<file path="src/common/rsfe_pkg.sv">
/*
 * Constants for the serial-line slave receive framer: character and
 * frame sizes, silent-interval lengths, check-value constants,
 * exception codes and error-cause values.
 * Assumes nothing of its surroundings; every design file imports it.
 */
package rsfe_pkg;

  localparam int          CHAR_BITS    = 11;
  localparam int          DATA_BITS    = 8;
  localparam int          RX_BITS      = 10;
  // Silent intervals in half-bit units: 1.5 and 3.5 character times.
  localparam int          T15_HALF     = 33;
  localparam int          T35_HALF     = 77;
  // Gap is timed from the middle of the last stop bit, half a bit early.
  localparam int          TAIL_HALF    = 1;
  localparam int          MIN_FRAME    = 4;
  localparam int          MAX_FRAME    = 256;
  localparam int          FIFO_DEPTH   = 16;
  localparam int          FIFO_WIDTH   = 9;
  localparam int          GAP_W        = 23;
  localparam int          CNT_W        = 9;
  localparam logic [15:0] CRC_INIT     = 16'hFFFF;
  localparam logic [15:0] CRC_POLY     = 16'hA001;
  localparam logic [7:0]  EXC_FLAG     = 8'h80;
  localparam logic [7:0]  EXC_NONE     = 8'h00;
  localparam logic [7:0]  EXC_ILL_FUNC = 8'h01;
  localparam logic [7:0]  EXC_ILL_ADDR = 8'h02;
  localparam logic [7:0]  EXC_ILL_VAL  = 8'h03;
  localparam logic [7:0]  EXC_DEV_FAIL = 8'h04;

  localparam logic [3:0]  CAUSE_NONE       = 4'h0;
  localparam logic [3:0]  CAUSE_BAD_VALUE  = 4'h1;
  localparam logic [3:0]  CAUSE_BAD_SET    = 4'h2;
  localparam logic [3:0]  CAUSE_WRITE_ONLY = 4'h3;
  localparam logic [3:0]  CAUSE_READ_ONLY  = 4'h4;
  localparam logic [3:0]  CAUSE_NV_READ    = 4'h5;
  localparam logic [3:0]  CAUSE_NV_WRITE   = 4'h6;
  localparam logic [3:0]  CAUSE_NV_CHKSUM  = 4'h7;
  localparam logic [3:0]  CAUSE_RUNNING    = 4'h8;
  localparam logic [3:0]  CAUSE_SETS_DIFF  = 4'h9;
  localparam logic [3:0]  CAUSE_BAD_TYPE   = 4'hA;
  localparam logic [3:0]  CAUSE_UNKNOWN_P  = 4'hB;
  localparam logic [3:0]  CAUSE_TEL_CHKSUM = 4'hC;
  localparam logic [3:0]  CAUSE_TEL_SYNTAX = 4'hD;
  localparam logic [3:0]  CAUSE_TYPE_COUNT = 4'hE;
  localparam logic [3:0]  CAUSE_UNKNOWN    = 4'hF;

  typedef enum {RX_IDLE, RX_START, RX_DATA} rsfe_rx_t;

endpackage : rsfe_pkg

</file>
<file path="src/logic/rsfe_fifo.sv">
/*
 * Synchronous FIFO with a registered output stage.
 * Assumes one clock and a synchronous active-high reset; the memory holds
 * DEPTH words and the output register one more.
 */
`timescale 1ns/100ps
module rsfe_fifo #(
  parameter int WIDTH = rsfe_pkg::FIFO_WIDTH,
  parameter int DEPTH = rsfe_pkg::FIFO_DEPTH
) (
  input  wire logic             core_clk,
  input  wire logic             srst,
  input  wire logic             inValid,
  output logic                  inReady,
  input  wire logic [WIDTH-1:0] inData,
  output logic                  outValid,
  input  wire logic             outReady,
  output logic      [WIDTH-1:0] outData
);
  import rsfe_pkg::*;

  localparam int AW = $clog2(DEPTH);

  logic [WIDTH-1:0] mem [DEPTH];
  logic [AW-1:0]    wrPtr_q;
  logic [AW-1:0]    rdPtr_q;
  logic [AW:0]      count_q;
  logic             push;
  logic             pop;

  assign inReady = (count_q != (AW+1)'(DEPTH));
  assign push    = inValid && inReady;
  // The output register refills whenever it is empty or being drained.
  assign pop     = (count_q != '0) && (!outValid || outReady);

  always_ff @(posedge core_clk) begin
    if (push) begin
      mem[wrPtr_q] <= inData;
    end
  end

  always_ff @(posedge core_clk) begin
    if (srst) begin
      wrPtr_q <= '0;
      rdPtr_q <= '0;
      count_q <= '0;
    end else begin
      if (push) begin
        wrPtr_q <= (wrPtr_q == AW'(DEPTH - 1)) ? '0 : wrPtr_q + 1'b1;
      end
      if (pop) begin
        rdPtr_q <= (rdPtr_q == AW'(DEPTH - 1)) ? '0 : rdPtr_q + 1'b1;
      end
      count_q <= count_q + (AW+1)'(push) - (AW+1)'(pop);
    end
  end

  always_ff @(posedge core_clk) begin
    if (srst) begin
      outValid <= 1'b0;
      outData  <= '0;
    end else if (pop) begin
      outValid <= 1'b1;
      outData  <= mem[rdPtr_q];
    end else if (outReady) begin
      outValid <= 1'b0;
    end
  end

endmodule : rsfe_fifo

</file>
<file path="src/logic/rsfe_framer.sv">
/*
 * Receive framer and exception encoder for a serial-line slave in RTU
 * mode. Characters are sampled from the line, frames are delimited by
 * silent intervals, checked and streamed through a FIFO followed by a
 * status word; handler verdicts are turned into exception responses.
 * Assumes one 100 MHz clock, a synchronous reset, and a handler that
 * judges each accepted frame once.
 */
`timescale 1ns/100ps
// Function
// Unsupported function or sub-function gives code 1
// Bad register count or parameter gives code 2
// Bad data set or byte count gives code 3
// Failed access gives code 4, cause stored
// Cause values 0 to 7 as encoded
// Cause values 8 to 15 as encoded
// Reading cause returns it and clears it
// All stations share mode and port settings
// Eleven-bit character, eight data bits LSB first
// Without parity a second stop bit follows
// Frame of four to 256 bytes
// Silence of 3.5 characters ends a frame
// Gap over 1.5 characters discards the frame
// Characters of a frame follow back to back
// Check register preset FFFF, polynomial A001
// Check bytes last, low byte first
// Exception echoes function with 0x80 set
// Errored frames get no response
// Gap counter from baud rate, restarts per character
module rsfe_framer #(
  parameter int DEPTH = rsfe_pkg::FIFO_DEPTH
) (
  input  wire logic        core_clk,
  input  wire logic        srst,
  input  wire logic        rxPin,
  input  wire logic [15:0] bitCycles,
  input  wire logic        parityEn,
  input  wire logic        parityOdd,
  output logic       [7:0] outData,
  output logic             outStatus,
  output logic             outValid,
  input  wire logic        outReady,
  output logic             frameDone,
  output logic             frameOk,
  input  wire logic        chkValid,
  input  wire logic        funcSupported,
  input  wire logic        subFuncOk,
  input  wire logic        regCountOne,
  input  wire logic        paramKnown,
  input  wire logic        typeMatch,
  input  wire logic        dataSetOk,
  input  wire logic        byteCountOk,
  input  wire logic        fixedFieldsOk,
  input  wire logic        accessOk,
  input  wire logic  [3:0] failCause,
  output logic             rspValid,
  output logic       [7:0] rspFunc,
  output logic       [7:0] rspCode,
  input  wire logic        causeRead,
  output logic       [3:0] causeData
);
  import rsfe_pkg::*;

  function automatic logic [15:0] crcByte(input logic [15:0] crc,
                                          input logic [7:0]  data);
    logic [15:0] c;
    c = crc ^ {8'h00, data};
    for (int i = 0; i < DATA_BITS; i++) begin
      c = c[0] ? ((c >> 1) ^ CRC_POLY) : (c >> 1);
    end
    return c;
  endfunction : crcByte

  rsfe_rx_t             rxState_q;
  logic                 rxMeta_q;
  logic                 rxSync_q;
  logic [15:0]          bitCnt_q;
  logic [3:0]           bitIdx_q;
  logic [RX_BITS-1:0]   shift_q;
  logic [RX_BITS-1:0]   rxWord;
  logic                 rxDone;
  logic                 charErr;
  logic                 charStart;
  logic [GAP_W-1:0]     gap_q;
  logic [GAP_W-1:0]     t15Cyc;
  logic [GAP_W-1:0]     t35Cyc;
  logic                 gapLong;
  logic                 frameEnd;
  logic                 inFrame_q;
  logic [CNT_W-1:0]     byteCnt_q;
  logic [15:0]          crc_q;
  logic                 bad_q;
  logic                 late_q;
  logic                 ok;
  logic                 statPend_q;
  logic                 statOk_q;
  logic                 fifoInReady;
  logic                 fifoInValid;
  logic                 pushOk;
  logic [FIFO_WIDTH-1:0] fifoInData;
  logic [FIFO_WIDTH-1:0] fifoOutData;
  logic [7:0]           funcHold_q;
  logic                 armed_q;
  logic                 chkAcc;
  logic [7:0]           excCode;
  logic [3:0]           cause_q;
  logic                 causeSet;

  // The line is asynchronous to core_clk; only rxSync_q is used below.
  always_ff @(posedge core_clk) begin
    if (srst) begin
      rxMeta_q <= 1'b1;
      rxSync_q <= 1'b1;
    end else begin
      rxMeta_q <= rxPin;
      rxSync_q <= rxMeta_q;
    end
  end

  // Each bit is sampled in its middle; a start bit that has gone high
  // again by mid-bit is taken for a glitch and dropped.
  always_ff @(posedge core_clk) begin
    if (srst) begin
      rxState_q <= RX_IDLE;
      bitCnt_q  <= 16'h0000;
      bitIdx_q  <= 4'h0;
      shift_q   <= '0;
    end else begin
      case (rxState_q)
        RX_IDLE: begin
          if (!rxSync_q) begin
            rxState_q <= RX_START;
            bitCnt_q  <= bitCycles >> 1;
          end
        end
        RX_START: begin
          if (bitCnt_q == 16'h0000) begin
            rxState_q <= rxSync_q ? RX_IDLE : RX_DATA;
            bitCnt_q  <= bitCycles - 16'h0001;
            bitIdx_q  <= 4'h0;
          end else begin
            bitCnt_q <= bitCnt_q - 16'h0001;
          end
        end
        RX_DATA: begin
          if (bitCnt_q == 16'h0000) begin
            shift_q  <= rxWord;
            bitCnt_q <= bitCycles - 16'h0001;
            bitIdx_q <= bitIdx_q + 4'h1;
            if (bitIdx_q == 4'(RX_BITS - 1)) begin
              rxState_q <= RX_IDLE;
            end
          end else begin
            bitCnt_q <= bitCnt_q - 16'h0001;
          end
        end
        default: begin
          rxState_q <= RX_IDLE;
        end
      endcase
    end
  end

  assign rxWord = {rxSync_q, shift_q[RX_BITS-1:1]};
  assign rxDone = (rxState_q == RX_DATA) && (bitCnt_q == 16'h0000) &&
                  (bitIdx_q == 4'(RX_BITS - 1));
  // Gaps are judged at the next start edge, before the counter restarts.
  assign charStart = (rxState_q == RX_IDLE) && !rxSync_q;
  // Bit 8 is parity, or a second stop bit when parity is off.
  assign charErr = !rxWord[9] ||
                   (parityEn ? ((^rxWord[8:0]) != parityOdd)
                             : !rxWord[8]);

  // Thresholds scale with the configured bit time, so any baud rate that
  // all stations agree on is timed correctly.
  assign t15Cyc = GAP_W'((32'(bitCycles) * (T15_HALF + TAIL_HALF)) >> 1);
  assign t35Cyc = GAP_W'((32'(bitCycles) * (T35_HALF + TAIL_HALF)) >> 1);

  always_ff @(posedge core_clk) begin
    if (srst) begin
      gap_q <= '0;
    end else if (rxState_q != RX_IDLE) begin
      gap_q <= '0;
    end else if (gap_q != '1) begin
      gap_q <= gap_q + 1'b1;
    end
  end

  assign gapLong  = gap_q > t15Cyc;
  assign frameEnd = inFrame_q && (rxState_q == RX_IDLE) &&
                    (gap_q == t35Cyc);
  // A byte is refused while the FIFO is full or a status word waits.
  assign pushOk   = fifoInReady && !statPend_q;
  assign ok = !bad_q && !late_q && (crc_q == 16'h0000) &&
              (byteCnt_q >= CNT_W'(MIN_FRAME)) &&
              (byteCnt_q <= CNT_W'(MAX_FRAME));

  always_ff @(posedge core_clk) begin
    if (srst) begin
      inFrame_q <= 1'b0;
      byteCnt_q <= '0;
      crc_q     <= CRC_INIT;
      bad_q     <= 1'b0;
      late_q    <= 1'b0;
    end else if (frameEnd) begin
      inFrame_q <= 1'b0;
    end else if (rxDone && !inFrame_q) begin
      inFrame_q <= 1'b1;
      byteCnt_q <= CNT_W'(1);
      crc_q     <= crcByte(CRC_INIT, rxWord[7:0]);
      bad_q     <= charErr || !pushOk;
      late_q    <= 1'b0;
    end else if (rxDone) begin
      if (byteCnt_q <= CNT_W'(MAX_FRAME)) begin
        byteCnt_q <= byteCnt_q + 1'b1;
      end
      crc_q  <= crcByte(crc_q, rxWord[7:0]);
      bad_q  <= bad_q || charErr || !pushOk;
    end else if (charStart && inFrame_q && gapLong) begin
      late_q <= 1'b1;
    end
  end

  always_ff @(posedge core_clk) begin
    if (srst) begin
      funcHold_q <= 8'h00;
    end else if (rxDone && inFrame_q && (byteCnt_q == CNT_W'(1))) begin
      funcHold_q <= rxWord[7:0];
    end
  end

  // The status word trails the frame's bytes so the consumer can drop a
  // rejected frame it has already partly taken in.
  always_ff @(posedge core_clk) begin
    if (srst) begin
      statPend_q <= 1'b0;
      statOk_q   <= 1'b0;
    end else if (frameEnd) begin
      statPend_q <= 1'b1;
      statOk_q   <= ok;
    end else if (fifoInReady) begin
      statPend_q <= 1'b0;
    end
  end

  assign fifoInValid = statPend_q || (rxDone && pushOk);
  assign fifoInData  = statPend_q ? {1'b1, 7'h00, statOk_q}
                                  : {1'b0, rxWord[7:0]};

  rsfe_fifo #(
    .WIDTH (FIFO_WIDTH),
    .DEPTH (DEPTH)
  ) u_fifo (
    .core_clk (core_clk),
    .srst     (srst),
    .inValid  (fifoInValid),
    .inReady  (fifoInReady),
    .inData   (fifoInData),
    .outValid (outValid),
    .outReady (outReady),
    .outData  (fifoOutData)
  );

  assign outData   = fifoOutData[7:0];
  assign outStatus = fifoOutData[8];

  always_ff @(posedge core_clk) begin
    if (srst) begin
      frameDone <= 1'b0;
      frameOk   <= 1'b0;
    end else begin
      frameDone <= frameEnd;
      frameOk   <= frameEnd && ok;
    end
  end

  // Only a clean frame arms the encoder, so errored frames never answer.
  always_ff @(posedge core_clk) begin
    if (srst) begin
      armed_q <= 1'b0;
    end else if (frameEnd) begin
      armed_q <= ok;
    end else if (chkAcc) begin
      armed_q <= 1'b0;
    end
  end

  assign chkAcc = chkValid && armed_q;

  always_comb begin
    if (!funcSupported || !subFuncOk) begin
      excCode = EXC_ILL_FUNC;
    end else if (!regCountOne || !paramKnown || !typeMatch) begin
      excCode = EXC_ILL_ADDR;
    end else if (!dataSetOk || !byteCountOk || !fixedFieldsOk) begin
      excCode = EXC_ILL_VAL;
    end else if (!accessOk) begin
      excCode = EXC_DEV_FAIL;
    end else begin
      excCode = EXC_NONE;
    end
  end

  always_ff @(posedge core_clk) begin
    if (srst) begin
      rspValid <= 1'b0;
      rspFunc  <= 8'h00;
      rspCode  <= 8'h00;
    end else begin
      rspValid <= chkAcc && (excCode != EXC_NONE);
      if (chkAcc) begin
        rspFunc <= funcHold_q | EXC_FLAG;
        rspCode <= excCode;
      end
    end
  end

  assign causeSet = chkAcc && (excCode == EXC_DEV_FAIL);

  // A new failure in the same cycle as a read wins over the clear.
  always_ff @(posedge core_clk) begin
    if (srst) begin
      cause_q   <= CAUSE_NONE;
      causeData <= CAUSE_NONE;
    end else begin
      if (causeSet) begin
        cause_q <= failCause;
      end else if (causeRead) begin
        cause_q <= CAUSE_NONE;
      end
      if (causeRead) begin
        causeData <= cause_q;
      end
    end
  end

  property p_exc1;
    @(posedge core_clk) disable iff (srst)
    chkAcc && !funcSupported |=> rspValid && rspCode == EXC_ILL_FUNC;
  endproperty
  a_exc1: assert property (p_exc1) else $error("code 1 missing");

  property p_exc2;
    @(posedge core_clk) disable iff (srst)
    chkAcc && funcSupported && subFuncOk && !paramKnown
      |=> rspValid && rspCode == EXC_ILL_ADDR;
  endproperty
  a_exc2: assert property (p_exc2) else $error("code 2 missing");

  property p_exc3;
    @(posedge core_clk) disable iff (srst)
    chkAcc && funcSupported && subFuncOk && regCountOne && paramKnown &&
      typeMatch && !byteCountOk |=> rspValid && rspCode == EXC_ILL_VAL;
  endproperty
  a_exc3: assert property (p_exc3) else $error("code 3 missing");

  property p_cause;
    @(posedge core_clk) disable iff (srst)
    causeSet |=> cause_q == $past(failCause) && rspCode == EXC_DEV_FAIL;
  endproperty
  a_cause: assert property (p_cause) else $error("cause not kept");

  property p_clear;
    @(posedge core_clk) disable iff (srst)
    causeRead && !causeSet
      |=> cause_q == CAUSE_NONE && causeData == $past(cause_q);
  endproperty
  a_clear: assert property (p_clear) else $error("cause not cleared");

  property p_msb;
    @(posedge core_clk) disable iff (srst)
    chkAcc ##1 rspValid |-> rspFunc == ($past(funcHold_q) | EXC_FLAG);
  endproperty
  a_msb: assert property (p_msb) else $error("function echo wrong");

  property p_noRsp;
    @(posedge core_clk) disable iff (srst)
    frameDone && !frameOk |-> !armed_q ##1 !rspValid;
  endproperty
  a_noRsp: assert property (p_noRsp) else $error("errored frame armed");

  property p_late;
    @(posedge core_clk) disable iff (srst)
    charStart && inFrame_q && gapLong && !frameEnd |=> late_q;
  endproperty
  a_late: assert property (p_late) else $error("late byte missed");

  property p_end;
    @(posedge core_clk) disable iff (srst)
    frameEnd |=> frameDone && !inFrame_q && statPend_q;
  endproperty
  a_end: assert property (p_end) else $error("frame end lost");

  property p_good;
    @(posedge core_clk) disable iff (srst)
    frameOk |-> $past(crc_q) == 16'h0000 && !$past(late_q);
  endproperty
  a_good: assert property (p_good) else $error("bad frame passed");

endmodule : rsfe_framer

</file>
<file path="config.mk">
export PLATFORM = sky130hd
export DESIGN_NAME = rsfe_framer
export DESIGN_NICKNAME = d
export VERILOG_FILES = /design/src/common/rsfe_pkg.sv /design/src/logic/rsfe_fifo.sv /design/src/logic/rsfe_framer.sv
export SDC_FILE = /design/constraint.sdc
export NUM_CORES = 1
export LEC_CHECK = 0
export ABC_CLOCK_PERIOD_IN_PS = 5400
export BUFFER_PORTS_ARGS = -buffer_cell sky130_fd_sc_hd__buf_2
export CAP_MARGIN = 20
export CORE_ASPECT_RATIO = 1.5
export CORE_MARGIN = 1.5
export CORE_UTILIZATION = 63
export CTS_BUF_LIST = sky130_fd_sc_hd__clkbuf_4 sky130_fd_sc_hd__clkbuf_8 sky130_fd_sc_hd__clkbuf_16
export DETAILED_ROUTE_END_ITERATION = 6
export PLACE_DENSITY = 0.84
export SLEW_MARGIN = 10
export SYNTH_ARGS = -nofsm -noshare
export SYNTH_HDL_FRONTEND = slang
export SYNTH_HIERARCHICAL = 1
export SYNTH_SLANG_ARGS = --single-unit
</file>
<file path="constraint.sdc">
create_clock -name core_clk -period 5.4 [get_ports core_clk]
set_input_delay 0.54 -clock core_clk [delete_from_list [all_inputs] [get_ports core_clk]]
set_output_delay 0.54 -clock core_clk [all_outputs]
set_load 0.02 [all_outputs]
</file>
# [After elaboration in Yosys (flattened, before gate mapping)]
# Memories as Yosys holds them, arrays and structs flattened. A register that Yosys moved wholly into a read port is not among the register bits.
# Index checks and enable logic that the tools add are counted.
[totals] reg_bits=166 ramBits=144 input_bits=37 output_inout_bits=33 word_cells=210 n_memories=1
[op_classes] addsub=9 mul=2 magnitude_cmp=3 n_eq_ne=17 mux=56 bitwise_logic=19 reduce_logical=76
[mem_list] name="u_fifo.mem" words=16 word_bits=9 read_ports=1 rd_ports_with_merged_regs=1 wr=1 line_no="rsfe_fifo.sv:24" source="logic [WIDTH-1:0] mem [DEPTH];"
[op_table] cell="two-way mux 16 bit" n=20
[op_table] cell="two-way mux 32 bit" n=4
[op_table] cell="case mux 32 bit (3 select lines)" n=1
[op_table] cell="zero test 32 bit" n=2
[op_table] cell="inverter 2 -> 3 bit" n=16
[op_table] cell="two-way mux 9 bit" n=4
[op_table] cell="equality test 32 x 1 -> 1 bit, second input constant" n=1
[op_table] cell="equality test 32 x 2 -> 1 bit, second input constant" n=1
[op_table] cell="equality test 32 x 3 -> 1 bit, second input constant" n=1
[op_table] cell="zero test 16 bit" n=2
[op_table] cell="case mux 16 bit (2 select lines)" n=1
[op_table] cell="nonzero test 32 bit" n=1
[op_table] cell="subtractor 16 x 1 -> 16 bit, second input constant" n=2
[op_table] cell="two-way mux 4 bit" n=6
[op_table] cell="adder 23 x 1 -> 23 bit, second input constant" n=1
[op_table] cell="equality test 23 x 22 -> 1 bit" n=1
[op_table] cell="greater-than comparator 23 x 21 -> 1 bit" n=1
[op_table] cell="inequality test 23 bit, second input constant" n=1
[op_table] cell="logical AND 1 bit" n=22
[op_table] cell="multiplier 16 x 6 -> 22 bit, second input constant" n=1
[op_table] cell="multiplier 16 x 5 -> 21 bit, second input constant" n=1
[op_table] cell="nonzero test 2 bit" n=9
[op_table] cell="zero test 1 bit" n=16
[op_table] cell="inverter 8 -> 16 bit" n=1
[op_table] cell="27 further kinds" n=66

# [Longest topological paths before layout]
[logic_depth] word_depth=19 mapped_depth=22 depth_no_buf=22

# [Hierarchy]
# Netlist, hierarchy kept.
[modules_own_cells] module="rsfe_framer" instances=1 cells_each=1174 area_per_inst_um2=9529.1 seq_area_each_um2=2322.2
[modules_own_cells] module="rsfe_fifo" instances=1 cells_each=354 area_per_inst_um2=6618.8 seq_area_each_um2=4784.6

# [Worst setup path after synthesis]
# OpenSTA, ideal clock, no wires.
[synth_path] kind="input to register" from="input bitCycles[7]" to="register byteCnt_q[2]" setup_time_ns=0.132 arrival_time_ns=4.255 t_required_ns=5.268 slack_ns=1.013 stages=16 path_buffers=2 cell_sequence="fa_1 > ha_1 > inv_1 > fa_1 > inv_1 > ha_1 > or3_1 > o31a_1 > a221oi_2 > a21oi_1 > mux2_4 > and4_1 > buf_6 > buf_6 > o31ai_1 > a21oi_1"
[synth_between] elab_chain_cells=5
[synth_lines] item="from (decl)" line_no="rsfe_framer.sv:36" source="input wire logic [15:0] bitCycles,"
[synth_lines] item="multiplier 16 x 6 -> 22 bit" line_no="rsfe_framer.sv:177" source="assign t35Cyc = GAP_W'((32'(bitCycles) * (T35_HALF + TAIL_HALF)) >> 1);"
[synth_lines] item="equality test 23 x 22 -> 1 bit" line_no="rsfe_framer.sv:191" source="(gap_q == t35Cyc);"
[synth_lines] item="logical AND 1 bit" line_no="rsfe_framer.sv:190" source="assign frameEnd = inFrame_q && (rxState_q == RX_IDLE) &&"
[synth_lines] item="inverter 1 bit (no source line)"
[synth_lines] item="AND reduction 3 bit (no source line)"
[synth_lines] item="to (signal assigned)" line_no="rsfe_framer.sv:215" source="byteCnt_q <= byteCnt_q + 1'b1;"
[synth_lines] item="to (decl)" line_no="rsfe_framer.sv:90" source="logic [CNT_W-1:0] byteCnt_q;"
# No other way between the ends.
# A chain may end at the register's enable or synchronous reset.

# [Worst setup path in the final report]
[layout_path] from="input bitCycles[7]" to="register statOk_q"
[layout_between] elab_chain_cells=3
[layout_lines] item="multiplier 16 x 6 -> 22 bit" line_no="rsfe_framer.sv:177"
[layout_lines] item="equality test 23 x 22 -> 1 bit" line_no="rsfe_framer.sv:191"
[layout_lines] item="logical AND 1 bit" line_no="rsfe_framer.sv:190"
[layout_lines] item="to (signal assigned)" line_no="rsfe_framer.sv:240" source="statOk_q <= ok;"
[layout_lines] item="to (decl)" line_no="rsfe_framer.sv:96" source="logic statOk_q;"
# No other way between the ends.

==> impl_metrics.csv <==
group,metric,value,unit
global_routing,gr-total-overflow,0,
flow_run,max-cap-violations,0,
worst_setup_path,crit_chain,"buf_2 -> fa_1 -> ha_1 -> inv_1 -> fa_1 -> inv_1 -> ha_1 -> and2_1 -> o31ai_1 -> mux2i_1 -> o2111ai_1 -> a2111oi_2 -> and4_1 -> buf_4 -> nand2_1 -> a21oi_1",
timing,post-route-period-util,86.6,%
detailed_routing,drt_wl_total,41200,µm
global_routing,grt_pass1_wl,64900,µm
timing,fin_tns_setup,0,ps
timing,fin_skew,13.8,ps
layout,nFillCells,1778,
logic_synthesis,syn_avg_cell_area,10.6,µm²
detailed_routing,avgRoutedWirePerCell,21.4,µm
detailed_routing,firstDrtPassIters,7,
placed_design,dp_cells,1873,
clocking,cts_max_path_buffers,3,
logic_synthesis,async_flop_share,0,%
clocking,cts_resized,0,
worst_setup_path,cp.arrival,5130,ps
logic_synthesis,ys.flop_type,"edfxtp_1",
worst_setup_path,cp_slowest_cell,"fa_1",
logic_synthesis,yosysSeqAreaShare,44.0,%
floorplan,die_area,26600,µm²
detailed_routing,drt_iter0_markers,769,
placed_design,hpwl,29100,µm
worst_setup_path,reg2reg_slack,1500,ps
global_routing,grt_max_degree,103,
worst_setup_path,critPathKind,"input pin to flip-flop",
logic_synthesis,synth-edff-count,144,
timing,rsz0062_at_grt,"no",
global_routing,antenna_found_initial,0,
clocking,cts_max_level,1,
floorplan,pin_count,70,
layout,final_cells,1927,
detailed_routing,via_per_inst,6.29,
timing,tightest_slew,1110,ps
timing,hold_viol,0,
floorplan,rows,71,
min_path,hp-class,"input pin to flip-flop",
layout,fin_util,70.2,%
floorplan,placeableCoreArea,25100,µm²
worst_setup_path,crit_path_end_kind,"flip-flop",
timing,setup_viol,0,
layout,layout_commonest_cell,"edfxtp_1",
worst_setup_path,crit_required,5850,ps
layout,fin_nets,1749,
global_routing,grtUsageTotal,31.3,%
logic_synthesis,syn_inst,1528,
power_and_ir_drop,vdd_drop_max,0.000259,V
floorplan,initial_utilization,64.2,%
logic_synthesis,ys_types,81,
logic_synthesis,synth_area,16100,µm²
clocking,ctsHoldBuffers,0,
detailed_routing,ant_nets,0,
clocking,insertion_delay,550,ps
layout,n_antenna_cell,0,
logic_synthesis,ys.warnings.count,6,
worst_setup_path,crit_fanout,19,
clocking,cts_buffers,26,
logic_synthesis,ys_ff_latch,283,
timing,timing.hold.ws,181,ps
layout,layout_common_cells,"edfxtp_1, nor2_1, dfxtp_1, a21oi_1, ha_1",
detailed_routing,dr_total_vias,12100,
global_routing,grt_pass1_vias,12500,
floorplan,die_w,134,µm
power_and_ir_drop,p_per_area,354,nW/µm²
timing,min_period,4670,ps
clocking,cts_num_sinks,283,
detailed_routing,drcViolationCount,0,
worst_setup_path,critPathLaunchType,"input pin",
placed_design,portBuffers,64,
layout,drive_above_1_share,12.3,%
outcome,status,"finished, final reports clean",
clocking,cts-root-buf,"clkbuf_16",
power_and_ir_drop,p_leak,6.80,nW
clocking,clkSlewWorstSetupHoldPaths,70,ps
worst_setup_path,cp_slowest_stage_delay,560,ps
placed_design,gp_congestion,0.981,
floorplan,fp.dieH,199,µm
timing,max_slew_margin,26.2,%
layout,area_growth,9.34,%
clocking,post_cts_buffers,0,
timing,slew_viol_final,0,
timing,fmax,214,MHz
clocking,cts_tree,"built",
power breakdown:
| group | internal [mW] | switching, mW | leakage, nW |
|---|---|---|---|
| Sequential | 2.30 | 0.0555 | 2.42 |
| Clock | 1.12 | 0.826 | 0.442 |
| Combinational | 0.774 | 1.16 | 3.93 |
| Total | 4.20 | 2.04 | 6.80 |
logic make-up after synthesis:
logic type | synth area share (%)
muxes | 8.03
and+or+nand+nor | 14.5
buffers and inverters | 4.60
AOI/OAI and AO/OA | 11.2
DFF | 44.0
other | 0.0232
adders and majority gates | 11.7
xor gates and xnor gates | 5.91
cell type report:
cell class / count / area (µm²) / area share [%]
Clock buffer: 29 / 691 / 3.91
Clock inverter: 19 / 216 / 1.23
Inverter: 100 / 375 / 2.13
Multi-Input combinational cell: 1077 / 8320 / 47.1
Sequential cell: 283 / 7110 / 40.3
Tap cell: 328 / 410 / 2.32
Timing Repair Buffer: 91 / 541 / 3.06
per-layer routing:
metal | vias to the layer above | routed length, µm | track usage, %
li1 | 5608 | - | -
met1 | 5913 | 14300 | 32.6
met2 | 458 | 22300 | 59.4
met3 | 146 | 1970 | 3.40
met4 | 0 | 2600 | 20.0
met5 | - | 0 | 0
path summary, 6_finish.rpt:
path                startpoint                end  cells after the start
setup / recovery  bitCycles[7]           statOk_q                     16
setup reg to reg   bitCnt_q[9]  u_fifo/count_q[4]                     19
hold reg to reg       rxMeta_q           rxSync_q                      1
hold / removal           rxPin           rxMeta_q                      2
flip-flops by register name, summed over array words and instances (netlist names), 2 cells and up:
register        count
u_fifo/mem        144
gap_q              23
bitCnt_q           16
crc_q              16
byteCnt_q           9
shift_q             9
u_fifo/outData      9
rspFunc             8
funcHold_q          7
u_fifo/count_q      5
bitIdx_q            4
causeData           4
cause_q             4
u_fifo/rdPtr_q      4
u_fifo/wrPtr_q      4
rspCode             3
rxState_q           2
stage by stage:
step	setup WS (ps)	area, µm²	power (mW)
after CTS	761	17600	6.25
after global routing	409	17700	6.53
after global placement	246	16700	4.26
final	726	17700	6.24
after floorplan	1010	16200	3.84
after detailed placement	218	16700	4.31
cells in the mapped netlist (7+ instances only):
cell type / instances / area (µm²)
or3_1: 8 / 50.1
a21oi_1: 106 / 531
o21a_1: 8 / 60.1
fa_1: 29 / 581
nand3b_1: 13 / 97.6
o311ai_0: 8 / 70.1
xnor2_1: 48 / 420
mux2i_1: 46 / 460
mux4_2: 36 / 811
a21o_1: 28 / 210
nand2b_1: 11 / 68.8
o221ai_1: 9 / 78.8
buf_6: 7 / 78.8
and2_1: 10 / 62.6
xor2_1: 61 / 534
clkbuf_1: 43 / 161
edfxtp_1: 144 / 4320
o31ai_1: 11 / 82.6
nand2_1: 103 / 387
buf_4: 10 / 75.1
nor4_1: 9 / 56.3
ha_1: 104 / 1300
nor3_1: 32 / 160
nor2_1: 143 / 537
nand3_1: 37 / 185
nor2b_1: 28 / 175
inv_1: 98 / 368
and3_1: 10 / 62.6
o21ai_0: 40 / 200
a211oi_1: 8 / 60.1
dfxtp_1: 139 / 2780
nand4_1: 24 / 150
critical path: cells and delay by family:
family                     cells  cell delay, ps
muxes                          1             270
and+or+nand+nor                3             600
AOI/OAI and AO/OA              4            1320
buffers and inverters          4             660
adders and majority gates      4            1720
(Power assumes the default switching activity.)
